`config.mk`:
```
export PLATFORM = sky130hd
export DESIGN_NAME = ccu_capture_compare_unit
export DESIGN_NICKNAME = d
export VERILOG_FILES = /design/src/verilog/ccu_capture_compare_unit.v
export VERILOG_INCLUDE_DIRS = /design/src /design/src/verilog
export SDC_FILE = /design/constraint.sdc
export NUM_CORES = 1
export LEC_CHECK = 0
export ABC_AREA = 0
export BUFFER_PORTS_ARGS = -buffer_cell sky130_fd_sc_hd__buf_2
export CAP_MARGIN = 20
export CORE_MARGIN = 2
export CORE_UTILIZATION = 44
export DETAILED_ROUTE_END_ITERATION = 7
export HOLD_SLACK_MARGIN = 0.12
export PLACE_DENSITY = 0.69
export SYNTH_ARGS = -nofsm -noshare
export SYNTH_HDL_FRONTEND = slang
export SYNTH_SLANG_ARGS = --single-unit
```
`constraint.sdc`:
```
create_clock -name i_core_clk -period 2.1 [get_ports i_core_clk]
set_input_delay 0.42 -clock i_core_clk [delete_from_list [all_inputs] [get_ports i_core_clk]]
set_output_delay 0.42 -clock i_core_clk [all_outputs]
set_load 0.1 [all_outputs]
```
`src/verilog/ccu_map.vh`:
```
// Register map, field positions, reset values and mode codes of the
// capture/compare unit. Included by the unit's design file only.
//
// Contract
// - Sixteen-bit value held as two software read/write byte registers.
// - Capture copies the full timer value into the value register.
// - Mode 0100 falling, 0101 rising, 0110 fourth rising, 0111 sixteenth rising.
// - Each capture sets the interrupt request flag.
// - A new capture overwrites an unread earlier value.
// - Port latch writes on an output pin can trigger captures.
// - Mode change may set a false flag; software masks and clears.
// - Prescaler counter cleared while off or not capturing.
// - Every reset clears the prescaler counter.
// - Switching prescale settings keeps the counter; partial count possible.
// - Compare checks value against timer every cycle.
// - Match with 1000 drives pin high, 1001 low, others unchanged.
// - Match sets the flag in the same cycle as the pin action.
// - Writing zero to control forces compare output latch low.
// - Software-interrupt compare mode flags only, pin untouched.
// - Special-event match clears timer and starts conversion if enabled.
// - Special-event timer reset does not set the overflow flag.
// - Control bits 7-6 ignore writes and read zero.
`ifndef CCU_MAP_VH
`define CCU_MAP_VH

// Word indices; byte address is four times the index
`define CCU_IDX_VALUE_LOW   8'h15
`define CCU_IDX_VALUE_HIGH  8'h16
`define CCU_IDX_CONTROL     8'h17
`define CCU_IDX_STATUS      8'h18
`define CCU_IDX_TIMER_LOW   8'h19
`define CCU_IDX_TIMER_HIGH  8'h1a

`define CCU_ADDR_W          10
`define CCU_CTRL_RESET      6'h00
`define CCU_CTRL_WMASK      8'h3f

`define CCU_ST_IRQ          0
`define CCU_ST_IRQ_EN       1
`define CCU_ST_OVF          2
`define CCU_ST_ADC_EN       3
`define CCU_ST_PIN_DIR      4
`define CCU_ST_PORT_LATCH   5
`define CCU_ST_PIN_LEVEL    6
`define CCU_ST_TMR_RUN      7

`define CCU_MODE_OFF        4'h0
`define CCU_MODE_CAP_FALL   4'h4
`define CCU_MODE_CAP_RISE   4'h5
`define CCU_MODE_CAP_RISE4  4'h6
`define CCU_MODE_CAP_RISE16 4'h7
`define CCU_MODE_CMP_SET    4'h8
`define CCU_MODE_CMP_CLR    4'h9
`define CCU_MODE_CMP_SWI    4'ha
`define CCU_MODE_CMP_SPEV   4'hb

`define CCU_PRESC_4_LAST    4'h3
`define CCU_PRESC_16_LAST   4'hf

`endif
```
`src/verilog/ccu_capture_compare_unit.v`:
```
// Capture/compare unit with its sixteen-bit timer and an Avalon-MM slave.
// Assumes i_capcmp_pin comes from a pad (synchronised here) and that the
// conversion start pulse feeds a converter elsewhere on the same clock.
`timescale 1ns/1ns
`include "ccu_map.vh"

module ccu_capture_compare_unit
(
	input  wire                   i_core_clk,
	input  wire                   i_sys_rst,
	input  wire [`CCU_ADDR_W-1:0] i_avs_address,
	input  wire                   i_avs_read,
	input  wire                   i_avs_write,
	input  wire [31:0]            i_avs_writedata,
	input  wire [3:0]             i_avs_byteenable,
	output reg  [31:0]            o_avs_readdata,
	output wire                   o_avs_waitrequest,
	output wire [1:0]             o_avs_response,
	input  wire                   i_capcmp_pin,
	output wire                   o_capcmp_pin,
	output wire                   o_capcmp_pin_oe,
	output wire                   o_capcmp_irq,
	output reg                    o_adc_start
);

	// Bus decode
	reg        ack_q;
	reg        err_q;
	reg  [7:0] rd_mux;
	wire       req;
	wire       wr_now;
	wire [7:0] idx;
	wire       hit_lo;
	wire       hit_hi;
	wire       hit_ct;
	wire       hit_st;
	wire       hit_tl;
	wire       hit_th;
	wire       mapped;
	wire       be0;
	wire [7:0] wd;

	// Register state
	reg [7:0]  val_lo_q;
	reg [7:0]  val_hi_q;
	reg [5:0]  ctrl_q;
	reg [15:0] tmr_q;
	reg        irq_flag_q;
	reg        irq_en_q;
	reg        ovf_q;
	reg        adc_en_q;
	reg        pin_dir_q;
	reg        port_latch_q;
	reg        tmr_run_q;
	reg        cmp_latch_q;
	reg        match_seen_q;
	reg [3:0]  presc_q;
	reg        pin_s1_q;
	reg        pin_s2_q;
	reg        lvl_q;

	// Next values of the counting state
	reg [15:0] tmr_d;
	reg [3:0]  presc_d;
	reg        irq_flag_d;
	reg        ovf_d;
	reg        cmp_latch_d;
	reg        cap_event;

	// Decoded control and events
	wire [3:0]  mode;
	wire [15:0] value;
	wire        is_cap;
	wire        is_cmp;
	wire        drive_val;
	wire        lvl_now;
	wire        rise;
	wire        fall;
	wire        equal;
	wire        match;
	wire        spev;
	wire        ctrl_wr;
	wire        st_wr;
	wire        tl_wr;
	wire        th_wr;
	wire        vl_wr;
	wire        vh_wr;

	// Word index decode
	assign req    = i_avs_read | i_avs_write;
	assign wr_now = i_avs_write & ack_q;
	assign idx    = i_avs_address[`CCU_ADDR_W-1:2];
	assign hit_lo = (idx == `CCU_IDX_VALUE_LOW);
	assign hit_hi = (idx == `CCU_IDX_VALUE_HIGH);
	assign hit_ct = (idx == `CCU_IDX_CONTROL);
	assign hit_st = (idx == `CCU_IDX_STATUS);
	assign hit_tl = (idx == `CCU_IDX_TIMER_LOW);
	assign hit_th = (idx == `CCU_IDX_TIMER_HIGH);
	assign mapped = hit_lo | hit_hi | hit_ct | hit_st | hit_tl | hit_th;
	assign be0    = i_avs_byteenable[0];
	assign wd     = i_avs_writedata[7:0];

	// Writes land on the edge that ends the access, one edge after the wait state
	assign ctrl_wr = wr_now & hit_ct & be0;
	assign st_wr   = wr_now & hit_st & be0;
	assign tl_wr   = wr_now & hit_tl & be0;
	assign th_wr   = wr_now & hit_th & be0;
	assign vl_wr   = wr_now & hit_lo & be0;
	assign vh_wr   = wr_now & hit_hi & be0;

	// 11xx modes (pulse-width) decode as neither capture nor compare
	assign mode   = ctrl_q[3:0];
	assign value  = {val_hi_q, val_lo_q};
	assign is_cap = (mode[3:2] == 2'b01);
	assign is_cmp = (mode[3:2] == 2'b10);

	// Pin drives the port latch or the compare latch; the sensed
	// level follows the driven value while the pin is an output, so port writes reach capture
	assign drive_val       = is_cmp ? cmp_latch_q : port_latch_q;
	assign o_capcmp_pin    = drive_val;
	assign o_capcmp_pin_oe = ~pin_dir_q;
	assign lvl_now         = pin_dir_q ? pin_s2_q : drive_val;
	assign rise            = lvl_now & ~lvl_q;
	assign fall            = ~lvl_now & lvl_q;

	// Equality is a level; match fires once per episode of equality
	assign equal = is_cmp & (value == tmr_q);
	assign match = equal & ~match_seen_q;
	assign spev  = match & (mode == `CCU_MODE_CMP_SPEV);

	// Waitrequest is combinational so the answer needs no extra cycle
	assign o_avs_waitrequest = req & ~ack_q;
	assign o_avs_response    = err_q ? 2'b11 : 2'b00;
	assign o_capcmp_irq      = irq_flag_q & irq_en_q;

	// Capture event decode
	always @*
	begin
		cap_event = 1'b0;
		case (mode)
		`CCU_MODE_CAP_FALL:
			cap_event = fall;
		`CCU_MODE_CAP_RISE:
			cap_event = rise;
		`CCU_MODE_CAP_RISE4:
			cap_event = rise &
				({2'b00, presc_q[1:0]} == `CCU_PRESC_4_LAST);
		`CCU_MODE_CAP_RISE16:
			cap_event = rise & (presc_q == `CCU_PRESC_16_LAST);
		default:
			cap_event = 1'b0;
		endcase
	end

	// Read mux; unmapped indices read zero
	always @*
	begin
		rd_mux = 8'h00;
		case (idx)
		`CCU_IDX_VALUE_LOW:
			rd_mux = val_lo_q;
		`CCU_IDX_VALUE_HIGH:
			rd_mux = val_hi_q;
		`CCU_IDX_CONTROL:
			rd_mux = {2'b00, ctrl_q};
		`CCU_IDX_STATUS:
			rd_mux = {tmr_run_q, lvl_q, port_latch_q, pin_dir_q,
				adc_en_q, ovf_q, irq_en_q, irq_flag_q};
		`CCU_IDX_TIMER_LOW:
			rd_mux = tmr_q[7:0];
		`CCU_IDX_TIMER_HIGH:
			rd_mux = tmr_q[15:8];
		default:
			rd_mux = 8'h00;
		endcase
	end

	// One wait state per access; read data is registered
	always @(posedge i_core_clk or posedge i_sys_rst)
	begin
		if (i_sys_rst)
		begin
			ack_q          <= 1'b0;
			err_q          <= 1'b0;
			o_avs_readdata <= 32'h0000_0000;
		end
		else
		begin
			ack_q <= req & ~ack_q;
			err_q <= req & ~ack_q & ~mapped;
			if (i_avs_read & ~ack_q)
				o_avs_readdata <= {24'h00_0000, rd_mux};
			else
				o_avs_readdata <= 32'h0000_0000;
		end
	end

	// Two-flop pad synchroniser; only the second stage feeds logic
	// Costs two cycles of latency from a pad edge to its capture
	always @(posedge i_core_clk or posedge i_sys_rst)
	begin
		if (i_sys_rst)
		begin
			pin_s1_q <= 1'b0;
			pin_s2_q <= 1'b0;
			lvl_q    <= 1'b0;
		end
		else
		begin
			pin_s1_q <= i_capcmp_pin;
			pin_s2_q <= pin_s1_q;
			lvl_q    <= lvl_now;
		end
	end

	// Control: only the mode and duty bits are stored
	always @(posedge i_core_clk or posedge i_sys_rst)
	begin
		if (i_sys_rst)
			ctrl_q <= `CCU_CTRL_RESET;
		else if (ctrl_wr)
			ctrl_q <= wd[5:0];
	end

	// Enables, direction, port latch and timer run sit in the status word
	// Direction resets to input so the pad is not driven after reset until a status write clears bit 4
	always @(posedge i_core_clk or posedge i_sys_rst)
	begin
		if (i_sys_rst)
		begin
			irq_en_q     <= 1'b0;
			adc_en_q     <= 1'b0;
			pin_dir_q    <= 1'b1;
			port_latch_q <= 1'b0;
			tmr_run_q    <= 1'b0;
		end
		else if (st_wr)
		begin
			irq_en_q     <= wd[`CCU_ST_IRQ_EN];
			adc_en_q     <= wd[`CCU_ST_ADC_EN];
			pin_dir_q    <= wd[`CCU_ST_PIN_DIR];
			port_latch_q <= wd[`CCU_ST_PORT_LATCH];
			tmr_run_q    <= wd[`CCU_ST_TMR_RUN];
		end
	end

	// Flags clear by writing 1; a same-cycle event wins over the clear
	always @*
	begin
		irq_flag_d = irq_flag_q;
		if (cap_event | match)
			irq_flag_d = 1'b1;
		else if (st_wr & wd[`CCU_ST_IRQ])
			irq_flag_d = 1'b0;
	end

	// Special event clears the timer without counting as an overflow
	always @*
	begin
		ovf_d = ovf_q;
		if (tmr_run_q & ~spev & (tmr_q == 16'hffff))
			ovf_d = 1'b1;
		else if (st_wr & wd[`CCU_ST_OVF])
			ovf_d = 1'b0;
	end

	// Flag registers
	always @(posedge i_core_clk or posedge i_sys_rst)
	begin
		if (i_sys_rst)
		begin
			irq_flag_q <= 1'b0;
			ovf_q      <= 1'b0;
		end
		else
		begin
			irq_flag_q <= irq_flag_d;
			ovf_q      <= ovf_d;
		end
	end

	// Timer: special event beats software writes and the increment
	always @*
	begin
		tmr_d = tmr_q;
		if (spev)
			tmr_d = 16'h0000;
		else if (tl_wr)
			tmr_d = {tmr_q[15:8], wd};
		else if (th_wr)
			tmr_d = {wd, tmr_q[7:0]};
		else if (tmr_run_q)
			tmr_d = tmr_q + 16'h0001;
	end

	always @(posedge i_core_clk or posedge i_sys_rst)
	begin
		if (i_sys_rst)
			tmr_q <= 16'h0000;
		else
			tmr_q <= tmr_d;
	end

	// Value register; a capture wins over a software write
	always @(posedge i_core_clk or posedge i_sys_rst)
	begin
		if (i_sys_rst)
			val_lo_q <= 8'h00;
		else if (cap_event)
			val_lo_q <= tmr_q[7:0];
		else if (vl_wr)
			val_lo_q <= wd;
	end

	always @(posedge i_core_clk or posedge i_sys_rst)
	begin
		if (i_sys_rst)
			val_hi_q <= 8'h00;
		else if (cap_event)
			val_hi_q <= tmr_q[15:8];
		else if (vh_wr)
			val_hi_q <= wd;
	end

	// Prescaler: switching between capture modes keeps the count, so
	// the first capture after such a switch may come early
	always @*
	begin
		presc_d = presc_q;
		if (~is_cap)
			presc_d = 4'h0;
		else if (rise)
			presc_d = presc_q + 4'h1;
	end

	always @(posedge i_core_clk or posedge i_sys_rst)
	begin
		if (i_sys_rst)
			presc_q <= 4'h0;
		else
			presc_q <= presc_d;
	end

	// Compare latch: a zero control write forces it low, port latch kept
	always @*
	begin
		cmp_latch_d = cmp_latch_q;
		if (ctrl_wr & (wd[3:0] == `CCU_MODE_OFF))
			cmp_latch_d = 1'b0;
		else if (match & (mode == `CCU_MODE_CMP_SET))
			cmp_latch_d = 1'b1;
		else if (match & (mode == `CCU_MODE_CMP_CLR))
			cmp_latch_d = 1'b0;
	end

	always @(posedge i_core_clk or posedge i_sys_rst)
	begin
		if (i_sys_rst)
		begin
			cmp_latch_q  <= 1'b0;
			match_seen_q <= 1'b0;
			o_adc_start  <= 1'b0;
		end
		else
		begin
			cmp_latch_q  <= cmp_latch_d;
			match_seen_q <= equal;
			o_adc_start  <= spev & adc_en_q;
		end
	end

endmodule

```
==> Yosys cells after proc, flatten, opt, wreduce, memory -nomap -nowiden <==
Cells that the tools add are included.
W data, S select, Z words.
{ "word_totals": {"elab_cells": 125, "register_bits": 89, "in_bits": 51, "output_inout_bits": 39} }
{ "op_classes": {"n_eq_ne": 22, "n_reduce_logical": 10, "mux": 23, "n_bitwise": 46, "n_addsub": 2} }
{ "op_table": {"columns": ["cell", "count"], "rows": [
  ["$mux W16", 4],
  ["$eq A8 B5 Y1 const B", 6],
  ["$pmux W8 S6", 1],
  ["$mux W8", 5],
  ["$and A1 B1 Y1", 32],
  ["$add A16 B1 Y16 const B", 1],
  ["$eq A16 B16 Y1", 1],
  ["$eq A16 B16 Y1 const B", 1],
  ["$eq A4 B3 Y1 const B", 4],
  ["$eq A4 B4 Y1 const B", 4],
  ["$mux W1", 9],
  ["$reduce_bool A3 Y1", 3],
  ["$mux W4", 2],
  ["$reduce_bool A2 Y1", 4],
  ["$not A1 Y1", 7],
  ["$or A1 B1 Y1", 7],
  ["$add A4 B1 Y4 const B", 1],
  ["$eq A2 B2 Y1 const B", 2],
  ["$logic_not A4 Y1", 1],
  ["$pmux W1 S4", 1],
  ["$reduce_and A2 Y1", 2],
  ["$ne A3 B3 Y1 const B", 1],
  ["$eq A2 B1 Y1 const B", 1],
  ["$mux W2", 1],
  ["other kinds (2)", 2]
]} }

==> Longest topological paths before layout <==
Gate-level depths: netlist of the first run.
{ "logic_depth": {"depth_word": 8, "mapped_depth": 7, "mapped_depth_nobuf": 6} }

==> Worst setup path after synthesis of the first run <==
No wires, ideal clock.
{ "synth_path": {"kind": "register to register", "startpoint": "register pin_dir_q", "endpoint": "register val_hi_q[0]", "setup_slack_ns": -0.543, "path_buffers": 2, "stages_incl_launch_ff": 8, "t_arrival_ns": 2.518, "period_less_slack_ns": 2.643, "setup_time_ns": 0.125, "t_required_ns": 1.975, "cell_sequence": "dfstp_2 > inv_1 > nor2_1 > or4_1 > a21o_1 > buf_2 > buf_4 > mux2_4"} }
{ "synth_between": {"elab_chain_len": 5, "elab_cells_between_ends": 9, "classes_between": "mux (3); bitwise (5); reduce/logical (1)"} }
{ "synth_lines": {"columns": ["element", "line", "text"], "rows": [
  ["from (decl)", "ccu_capture_compare_unit.v:52", "reg pin_dir_q;"],
  ["from (signal assigned)", "ccu_capture_compare_unit.v:241", "pin_dir_q <= wd[`CCU_ST_PIN_DIR];"],
  ["$mux W1 *", "ccu_capture_compare_unit.v:122", "assign lvl_now = pin_dir_q ? pin_s2_q : drive_val;"],
  ["$and A1 B1 Y1 or $not A1 Y1 (tied branches)", "ccu_capture_compare_unit.v:123, ccu_capture_compare_unit.v:124", null],
  ["$and A1 B1 Y1, on equally long branches", "ccu_capture_compare_unit.v:149, ccu_capture_compare_unit.v:124, ccu_capture_compare_unit.v:146", null],
  ["$pmux W1 S4 *", "ccu_capture_compare_unit.v:140", "case (mode)"],
  ["$mux W8 or $reduce_bool A2 Y1 (tied branches)", null, null],
  ["to (signal assigned)", "ccu_capture_compare_unit.v:320", "val_hi_q <= tmr_q[15:8];"],
  ["to (signal assigned)", "ccu_capture_compare_unit.v:322", "val_hi_q <= wd;"],
  ["to (decl)", "ccu_capture_compare_unit.v:45", "reg [7:0] val_hi_q;"]
]} }
Every way passes the cells marked *; elsewhere a longest branch is shown, timed or not.
A chain may end at the register's enable or synchronous reset.

==> Final worst setup path of the first run <==
{ "layout_path": {"startpoint": "register ctrl_q[2]", "endpoint": "register val_lo_q[2]"} }
{ "layout_between": {"elab_chain_len": 7, "elab_cells_between_ends": 15, "classes_between": "eq/ne (5); mux (4); bitwise (5); reduce/logical (1)"} }
{ "layout_lines": {"columns": ["element", "line", "text"], "rows": [
  ["from (decl)", "ccu_capture_compare_unit.v:46", "reg [5:0] ctrl_q;"],
  ["from (signal assigned)", "ccu_capture_compare_unit.v:220", "ctrl_q <= `CCU_CTRL_RESET;"],
  ["from (signal assigned)", "ccu_capture_compare_unit.v:222", "ctrl_q <= wd[5:0];"],
  ["$eq A2 B2 Y1", "ccu_capture_compare_unit.v:115", "assign is_cmp = (mode[3:2] == 2'b10);"],
  ["$mux W1", "ccu_capture_compare_unit.v:119", "assign drive_val = is_cmp ? cmp_latch_q : port_latch_q;"],
  ["$mux W1", "ccu_capture_compare_unit.v:122", null],
  ["$and A1 B1 Y1 or $not A1 Y1 (tied branches)", "ccu_capture_compare_unit.v:123, ccu_capture_compare_unit.v:124", null],
  ["$and A1 B1 Y1, on equally long branches", "ccu_capture_compare_unit.v:149, ccu_capture_compare_unit.v:124, ccu_capture_compare_unit.v:146", null],
  ["$pmux W1 S4 *", "ccu_capture_compare_unit.v:140", null],
  ["$mux W8 or $reduce_bool A2 Y1 (tied branches)", null, null],
  ["to (signal assigned)", "ccu_capture_compare_unit.v:310", "val_lo_q <= tmr_q[7:0];"],
  ["to (signal assigned)", "ccu_capture_compare_unit.v:312", "val_lo_q <= wd;"],
  ["to (decl)", "ccu_capture_compare_unit.v:44", "reg [7:0] val_lo_q;"]
]} }
Marked as above.

==> results.json, run 1 <==
{
  "run_status": "finished clean",
  "detail_route_antenna_nets": 0,
  "hold_violations": 0,
  "power.clock.fraction": 0.360,
  "hold_path.class": "in2async",
  "worst-r2r-cell-count": 6,
  "final.hold.worst_slack_ps": 140,
  "power_leakage_nw": 2.40,
  "setup_viol_count_final": 0,
  "cts_hold_buffers": 0,
  "synth_edf_count": 0,
  "drt-vias-per-instance": 5.95,
  "preCtsSetupSlack_ps": -260,
  "power.sequential.fraction": 0.457,
  "mappedNetlistArea_mm2": 0.00414,
  "seq_area_frac_synth": 0.394,
  "post-place-cells": 593,
  "switching_share": 0.324,
  "grt_max_degree": 66,
  "num_cts_buffers": 9,
  "cts_num_sinks": 65,
  "required_ps": 2330,
  "ys_seq_elements": 65,
  "overflow": 0,
  "ys_async_sr_fraction": 1.00,
  "fmax_ghz": 0.482,
  "die_area_mm2": 0.0102,
  "grt_pass1_wl_mm": 18.9,
  "starting_density_of_the_core": 0.450,
  "num-nets-final": 549,
  "post_drt_wl_per_cell_um": 19.7,
  "grt_setup_unrepaired": "yes",
  "clockBufferDepth": 2,
  "remaining_drc_errors": 0,
  "timing.critical_path.to_type": "register",
  "worst_slew_margin_rel": 0.627,
  "synth_warnings": 0,
  "period_share": 0.987,
  "amount_of_wire_on_met2_after_detailed_routing_mm": 5.67,
  "share_of_cells_above_drive_strength_1": 0.364,
  "critPathMaxFanout": 17,
  "timing.clock.skew_ps": 5.63,
  "dpl.hpwl_mm": 8.71,
  "startpoint_type": "register",
  "layoutNonFillerInstCount": 611,
  "cts_tree": "built",
  "timing_worst_setup_path_type": "reg2reg",
  "drt_first_iter_violations": 314,
  "routed.top_layer": "met4",
  "final_max_slew_viol_count": 0,
  "switching_power_uw": 927,
  "die_h_um": 101,
  "fin_area_mm2": 0.00502,
  "postSynthAreaPerCell_um2": 10.1,
  "p_total_mw": 2.86,
  "clock_tree.htree_level_count": 3,
  "filler_cell_count": 818,
  "final_critical_path_setup_slack_ps": 26.9,
  "row_count": 35,
  "synthFlopType": "sky130_fd_sc_hd__dfrtp_1",
  "floorplan.io_pins": 90,
  "intPower_mw": 1.93,
  "r2r_start": "ctrl_q[2]",
  "syn-instance-count": 411,
  "overall_global_routing_usage": 0.246,
  "gp_routability_congestion": 0.952,
  "multiInputGateArea_mm2": 0.00234,
  "clk_transition_reported_paths_ps": 70,
  "netlist-cell-type-count": 58,
  "core-area_mm2": 0.00920,
  "areaGrowthSynthToFinish_pct": 21.3,
  "cap_violations": 0,
  "cp_data_arrival_time_ps": 2300,
  "place.port_buffers": 36,
  "num_antenna_cells": 0,
  "die_w_um": 101,
  "clk_latency_ps": 350,
  "vias": 3633,
  "tightest_slew_ps": 554,
  "final-seq-area_mm2": 0.00163,
  "timing.setup.tns_ps": 0,
  "aggregate_routed_wire_length_mm": 12.0,
  "wl_met3_um": 695,
  "grt_pass1_vias": 3498,
  "vdd_drop_max_v": 0.000248,
  "power.combinational.fraction": 0.183,
  "setup.worst_path.end": "val_lo_q[2]",
  "power_density_mw_per_mm2": 570,
  "grt_antenna_before_repair": 0,
  "post_dp_cell_area_mm2": 0.00480,
  "worst_setup_path_startpoint": "ctrl_q[2]",
  "firstDrtPassIters": 5,
  "period_needed_ps": 2070,
  "regToRegEndpoint": "val_lo_q[2]",
  "fin_util": 0.545,
  "met1_wire_length_mm": 5.14,
  "rrSetupSlack_ps": 30,
  "cts.root.buffer_cell": "sky130_fd_sc_hd__clkbuf_8"
}
==> what timing repair did <==
item,4_1_cts,5_1_grt
endpoints found under the setup margin,14,19
buffers inserted,2,1
resized for setup,1,4
pin swaps,1,0
==> per-layer routing <==
| layer | vias up | GRT usage |
|---|---|---|
| met2 | 170 | 0.381 |
| met4 | 0 | 0.133 |
| met5 | - | 0 |
| li1 | 1627 | - |
| met1 | 1794 | 0.334 |
| met3 | 42 | 0.0312 |
==> sequential cells by signal, summed over array words and instances (netlist names), 4 cells and up <==
signal          cells
tmr_q              16
presc_q             4
ctrl_q              6
o_avs_readdata      8
val_hi_q            8
val_lo_q            8
==> layout by cell type, fill, tap and decap left out, drive strengths merged, types with 5 or more instances in the layout <==
cell     n
a21oi   16
a22oi    8
inv      6
conb    24
o21ai   12
nor4    14
a32o     7
clkbuf  12
xnor2    7
a211oi  14
a31oi    5
nand2   24
xor2    17
dfrtp   64
mux2i    5
nor2    30
buf     98
nand2b   9
mux2    43
nor3    11
nand4    7
nand3   10
==> cell type report <==
cell class,count,share of cell area
Clock buffer,11,0.0262
Sequential cell,65,0.325
Timing Repair Buffer,99,0.141
Tap cell,111,0.0277
Multi-Input combinational cell,314,0.466
Inverter,7,0.00599
Clock inverter,4,0.00898
==> how the worst min path moves through the flow <==
stage | startpoint | to | slack (ps) | depth (start not counted)
final | i_sys_rst | presc_q[2] | 140 | 3
after detailed placement | pin_s1_q | pin_s2_q | 350 | 0
after CTS | i_sys_rst | presc_q[2] | 140 | 3
after floorplan | pin_s1_q | pin_s2_q | 330 | 0
after global placement | pin_s1_q | pin_s2_q | 330 | 0
after global routing | i_capcmp_pin | pin_s1_q | 160 | 1
==> worst max-delay path, stage by stage, from the launching register on <==
cell	delay, ps
sky130_fd_sc_hd__dfrtp_1	410
sky130_fd_sc_hd__and3b_2	270
sky130_fd_sc_hd__a211oi_2	70
sky130_fd_sc_hd__or4_1	520
sky130_fd_sc_hd__a21o_1	200
sky130_fd_sc_hd__buf_12	170
sky130_fd_sc_hd__mux2_4	310
==> power groups by stage <==
stage	clock (mW)	sequential [mW]	combinational [mW]
floorplan	0	1.33	0.417
global placement	0	1.33	0.509
detailed placement	0	1.33	0.515
CTS	1.04	1.30	0.517
global route	1.11	1.31	0.552
finish	1.03	1.31	0.524
==> Yosys cell counts (all sizes together), types with 2 or more instances <==
master | n | share of area
ha | 2 | 0.0060
nand4 | 7 | 0.011
o211ai | 3 | 0.0054
clkbuf | 14 | 0.013
a22o | 4 | 0.0085
mux2 | 43 | 0.13
o21ai | 12 | 0.015
nor3b | 3 | 0.0054
dfrtp | 64 | 0.39
nand2 | 24 | 0.024
nor4 | 14 | 0.024
a21boi | 2 | 0.0036
and2 | 4 | 0.0060
or3 | 2 | 0.0030
a211oi | 14 | 0.028
nor4b | 2 | 0.0042
nor2 | 30 | 0.027
xor2 | 17 | 0.036
buf | 34 | 0.060
nand3 | 10 | 0.012
inv | 7 | 0.0064
nand2b | 9 | 0.014
a22oi | 8 | 0.015
a21o | 4 | 0.0073
mux2i | 5 | 0.012
and3 | 4 | 0.0060
a31oi | 5 | 0.0076
a32o | 7 | 0.017
a21oi | 16 | 0.019
a32oi | 2 | 0.0042
or4 | 3 | 0.0054
nor2b | 3 | 0.0045
o31ai | 2 | 0.0036
xnor2 | 7 | 0.015
nor3 | 11 | 0.019
==> cell families after synthesis <==
logic type / share of synthesized area
compound gates: 0.151
xor+xnor: 0.0508
fa+ha+maj: 0.00605
buf+inv: 0.0796
flops: 0.394
mux: 0.142
other cells: 0.000907
simple gates: 0.176
Note: power is estimated with default switching activity, not from simulation.
==> inputs of run 2 (changes only) <==
--- a/config.mk
+++ b/config.mk
@@ -13,7 +13,7 @@
 export CORE_UTILIZATION = 44
 export DETAILED_ROUTE_END_ITERATION = 7
 export HOLD_SLACK_MARGIN = 0.12
-export PLACE_DENSITY = 0.69
+export PLACE_DENSITY = 0.67
 export SYNTH_ARGS = -nofsm -noshare
 export SYNTH_HDL_FRONTEND = slang
 export SYNTH_SLANG_ARGS = --single-unit
==> constraint.sdc (replaced) <==
create_clock -name i_core_clk -period 2.5 [get_ports i_core_clk]
set_input_delay 0.5 -clock i_core_clk [delete_from_list [all_inputs] [get_ports i_core_clk]]
set_output_delay 0.5 -clock i_core_clk [all_outputs]
set_load 0.1 [all_outputs]
==> results.json, run 2 (synthesis results as in run 1) <==
{
  "run_status": "finished clean",
  "gp_routability_congestion": 0.925,
  "hold_path.class": "in2async",
  "overall_global_routing_usage": 0.226,
  "post_drt_wl_per_cell_um": 19.4,
  "timing.critical_path.to_type": "register",
  "crit_path_max_incr_delay_ps": 500,
  "layout.cells.most_common": "sky130_fd_sc_hd__dfrtp_1",
  "startpoint_type": "register",
  "multiInputGateArea_mm2": 0.00228,
  "clock_tree.htree_level_count": 3,
  "crit_path_top_delay_cell": "sky130_fd_sc_hd__dfrtp_1",
  "clk_transition_reported_paths_ps": 80,
  "vias": 3444,
  "clockBufferDepth": 2,
  "drt_first_iter_violations": 359,
  "row_count": 35,
  "cp_num_buf_inv": 2,
  "dpl.hpwl_mm": 8.07,
  "filler_cell_count": 837,
  "crit_chain": "xor2_1 > nor4_2 > buf_4 > nand4_1 > nor4_2 > buf_4 > and2_1",
  "tightest_slew_ps": 879,
  "cts.root.buffer_cell": "sky130_fd_sc_hd__clkbuf_8",
  "power_leakage_nw": 2.23,
  "cp_data_arrival_time_ps": 2510,
  "clk_latency_ps": 350,
  "grt_pass1_vias": 3144,
  "timing.setup.tns_ps": 0,
  "layoutNonFillerInstCount": 578,
  "fmax_ghz": 0.450,
  "timing_worst_setup_path_type": "reg2reg",
  "grt_max_degree": 27,
  "grt_setup_unrepaired": "no",
  "final-seq-area_mm2": 0.00163,
  "die_area_mm2": 0.0102,
  "most_frequent_cells_in_the_layout": "sky130_fd_sc_hd__dfrtp_1, sky130_fd_sc_hd__buf_2, sky130_fd_sc_hd__nor2_1",
  "starting_density_of_the_core": 0.450,
  "die_h_um": 101,
  "share_of_cells_above_drive_strength_1": 0.304,
  "vdd_drop_max_v": 0.000226,
  "floorplan.io_pins": 90,
  "num_cts_buffers": 9,
  "hold_violations": 0,
  "timing.clock.skew_ps": 7.48,
  "num-nets-final": 515,
  "post_dp_cell_area_mm2": 0.00448,
  "final_max_slew_viol_count": 0,
  "detail_route_antenna_nets": 0,
  "core-area_mm2": 0.00920,
  "die_w_um": 101,
  "grt_antenna_before_repair": 0,
  "path_delay_family": "simple AND/OR/NAND/NOR gates",
  "areaGrowthSynthToFinish_pct": 13.7,
  "cap_violations": 0,
  "remaining_drc_errors": 0,
  "worst_slew_margin_rel": 0.410,
  "fin_area_mm2": 0.00470,
  "period_share": 0.888,
  "drt-vias-per-instance": 5.96,
  "cts_num_sinks": 65,
  "power_density_mw_per_mm2": 530,
  "grt_pass1_wl_mm": 17.6,
  "aggregate_routed_wire_length_mm": 11.2,
  "period_needed_ps": 2220,
  "firstDrtPassIters": 6,
  "num_antenna_cells": 0,
  "cts_tree": "built",
  "largest-register": "tmr_q",
  "post-place-cells": 562,
  "largest_register_ff_count": 16,
  "p_total_mw": 2.50,
  "overflow": 0,
  "place.port_buffers": 36,
  "required_ps": 2790,
  "setup_viol_count_final": 0,
  "critPathMaxFanout": 14
}
==> run 2: cell types whose count changed in the layout (fill, tap and decap cells not counted), moves of 2 or more <==
cell	before	now
sky130_fd_sc_hd__a211oi_1	10	12
sky130_fd_sc_hd__a211oi_2	4	2
sky130_fd_sc_hd__buf_12	4	1
sky130_fd_sc_hd__buf_4	59	28
sky130_fd_sc_hd__clkbuf_1	2	0
sky130_fd_sc_hd__clkinv_4	0	2
sky130_fd_sc_hd__nor2_1	25	30
sky130_fd_sc_hd__nor2_4	4	0
==> run 2: metal layers <==
layer  wire [um]  global-route usage  share of wire  vias up
li1            -                   -              -     1565
met1        4900               0.309           0.44     1686
met2        5280               0.354           0.47      175
met3         826              0.0395          0.074       18
met4         214              0.0915          0.019        0
met5           0                   0              0        -
==> run 2: power by group <==
part,switching (mW),leakage (nW),internal (mW)
Clock,0.443,0.109,0.561
Combinational,0.312,1.26,0.0692
Sequential,0.0361,0.863,1.07
==> run 2: cell type report <==
type                    instances  area share
clock buffers                   9      0.0263
repair buffers                 65      0.0872
clock inverters                 7      0.0202
inverters                       7     0.00638
flip-flops and latches         65       0.346
well taps                     111      0.0295
multi-input cells             314       0.484
==> run 2: through the flow <==
| step | worst slack (ps) | util | hold WS (ps) |
|---|---|---|---|
| 3_3_place_gp | 57.6 | 0.487 | 332 |
| 2_1_floorplan | 26.8 | - | 331 |
| 5_1_grt | 113 | 0.512 | 229 |
| 6_report | 280 | 0.512 | 195 |
| 4_1_cts | 166 | 0.511 | 211 |
| 3_5_place_dp | 33.3 | 0.487 | 336 |
==> run 2: final timing paths <==
kind,start,to,slack (ps),cells after the start
max,tmr_q[3],o_adc_start,280,7
min,i_sys_rst,err_q,190,2
max reg2reg,tmr_q[3],o_adc_start,280,7
min reg2reg,pin_s1_q,pin_s2_q,350,0
max in group asynchronous,i_sys_rst,tmr_q[4],1560,3
min in group i_core_clk,i_capcmp_pin,pin_s1_q,250,1
==> run 2: what timing repair did <==
action	4_1_cts	5_1_grt
hold buffers	0	0
setup endpoints to repair	0	1
buffers inserted	0	0
gates resized for setup	0	1
==> run 2: worst reg2reg max path: stages, from the launching register on <==
cell	delay [ps]
sky130_fd_sc_hd__dfrtp_1	500
sky130_fd_sc_hd__xor2_1	220
sky130_fd_sc_hd__nor4_2	370
sky130_fd_sc_hd__buf_4	180
sky130_fd_sc_hd__nand4_1	190
sky130_fd_sc_hd__nor4_2	270
sky130_fd_sc_hd__buf_4	270
sky130_fd_sc_hd__and2_1	170
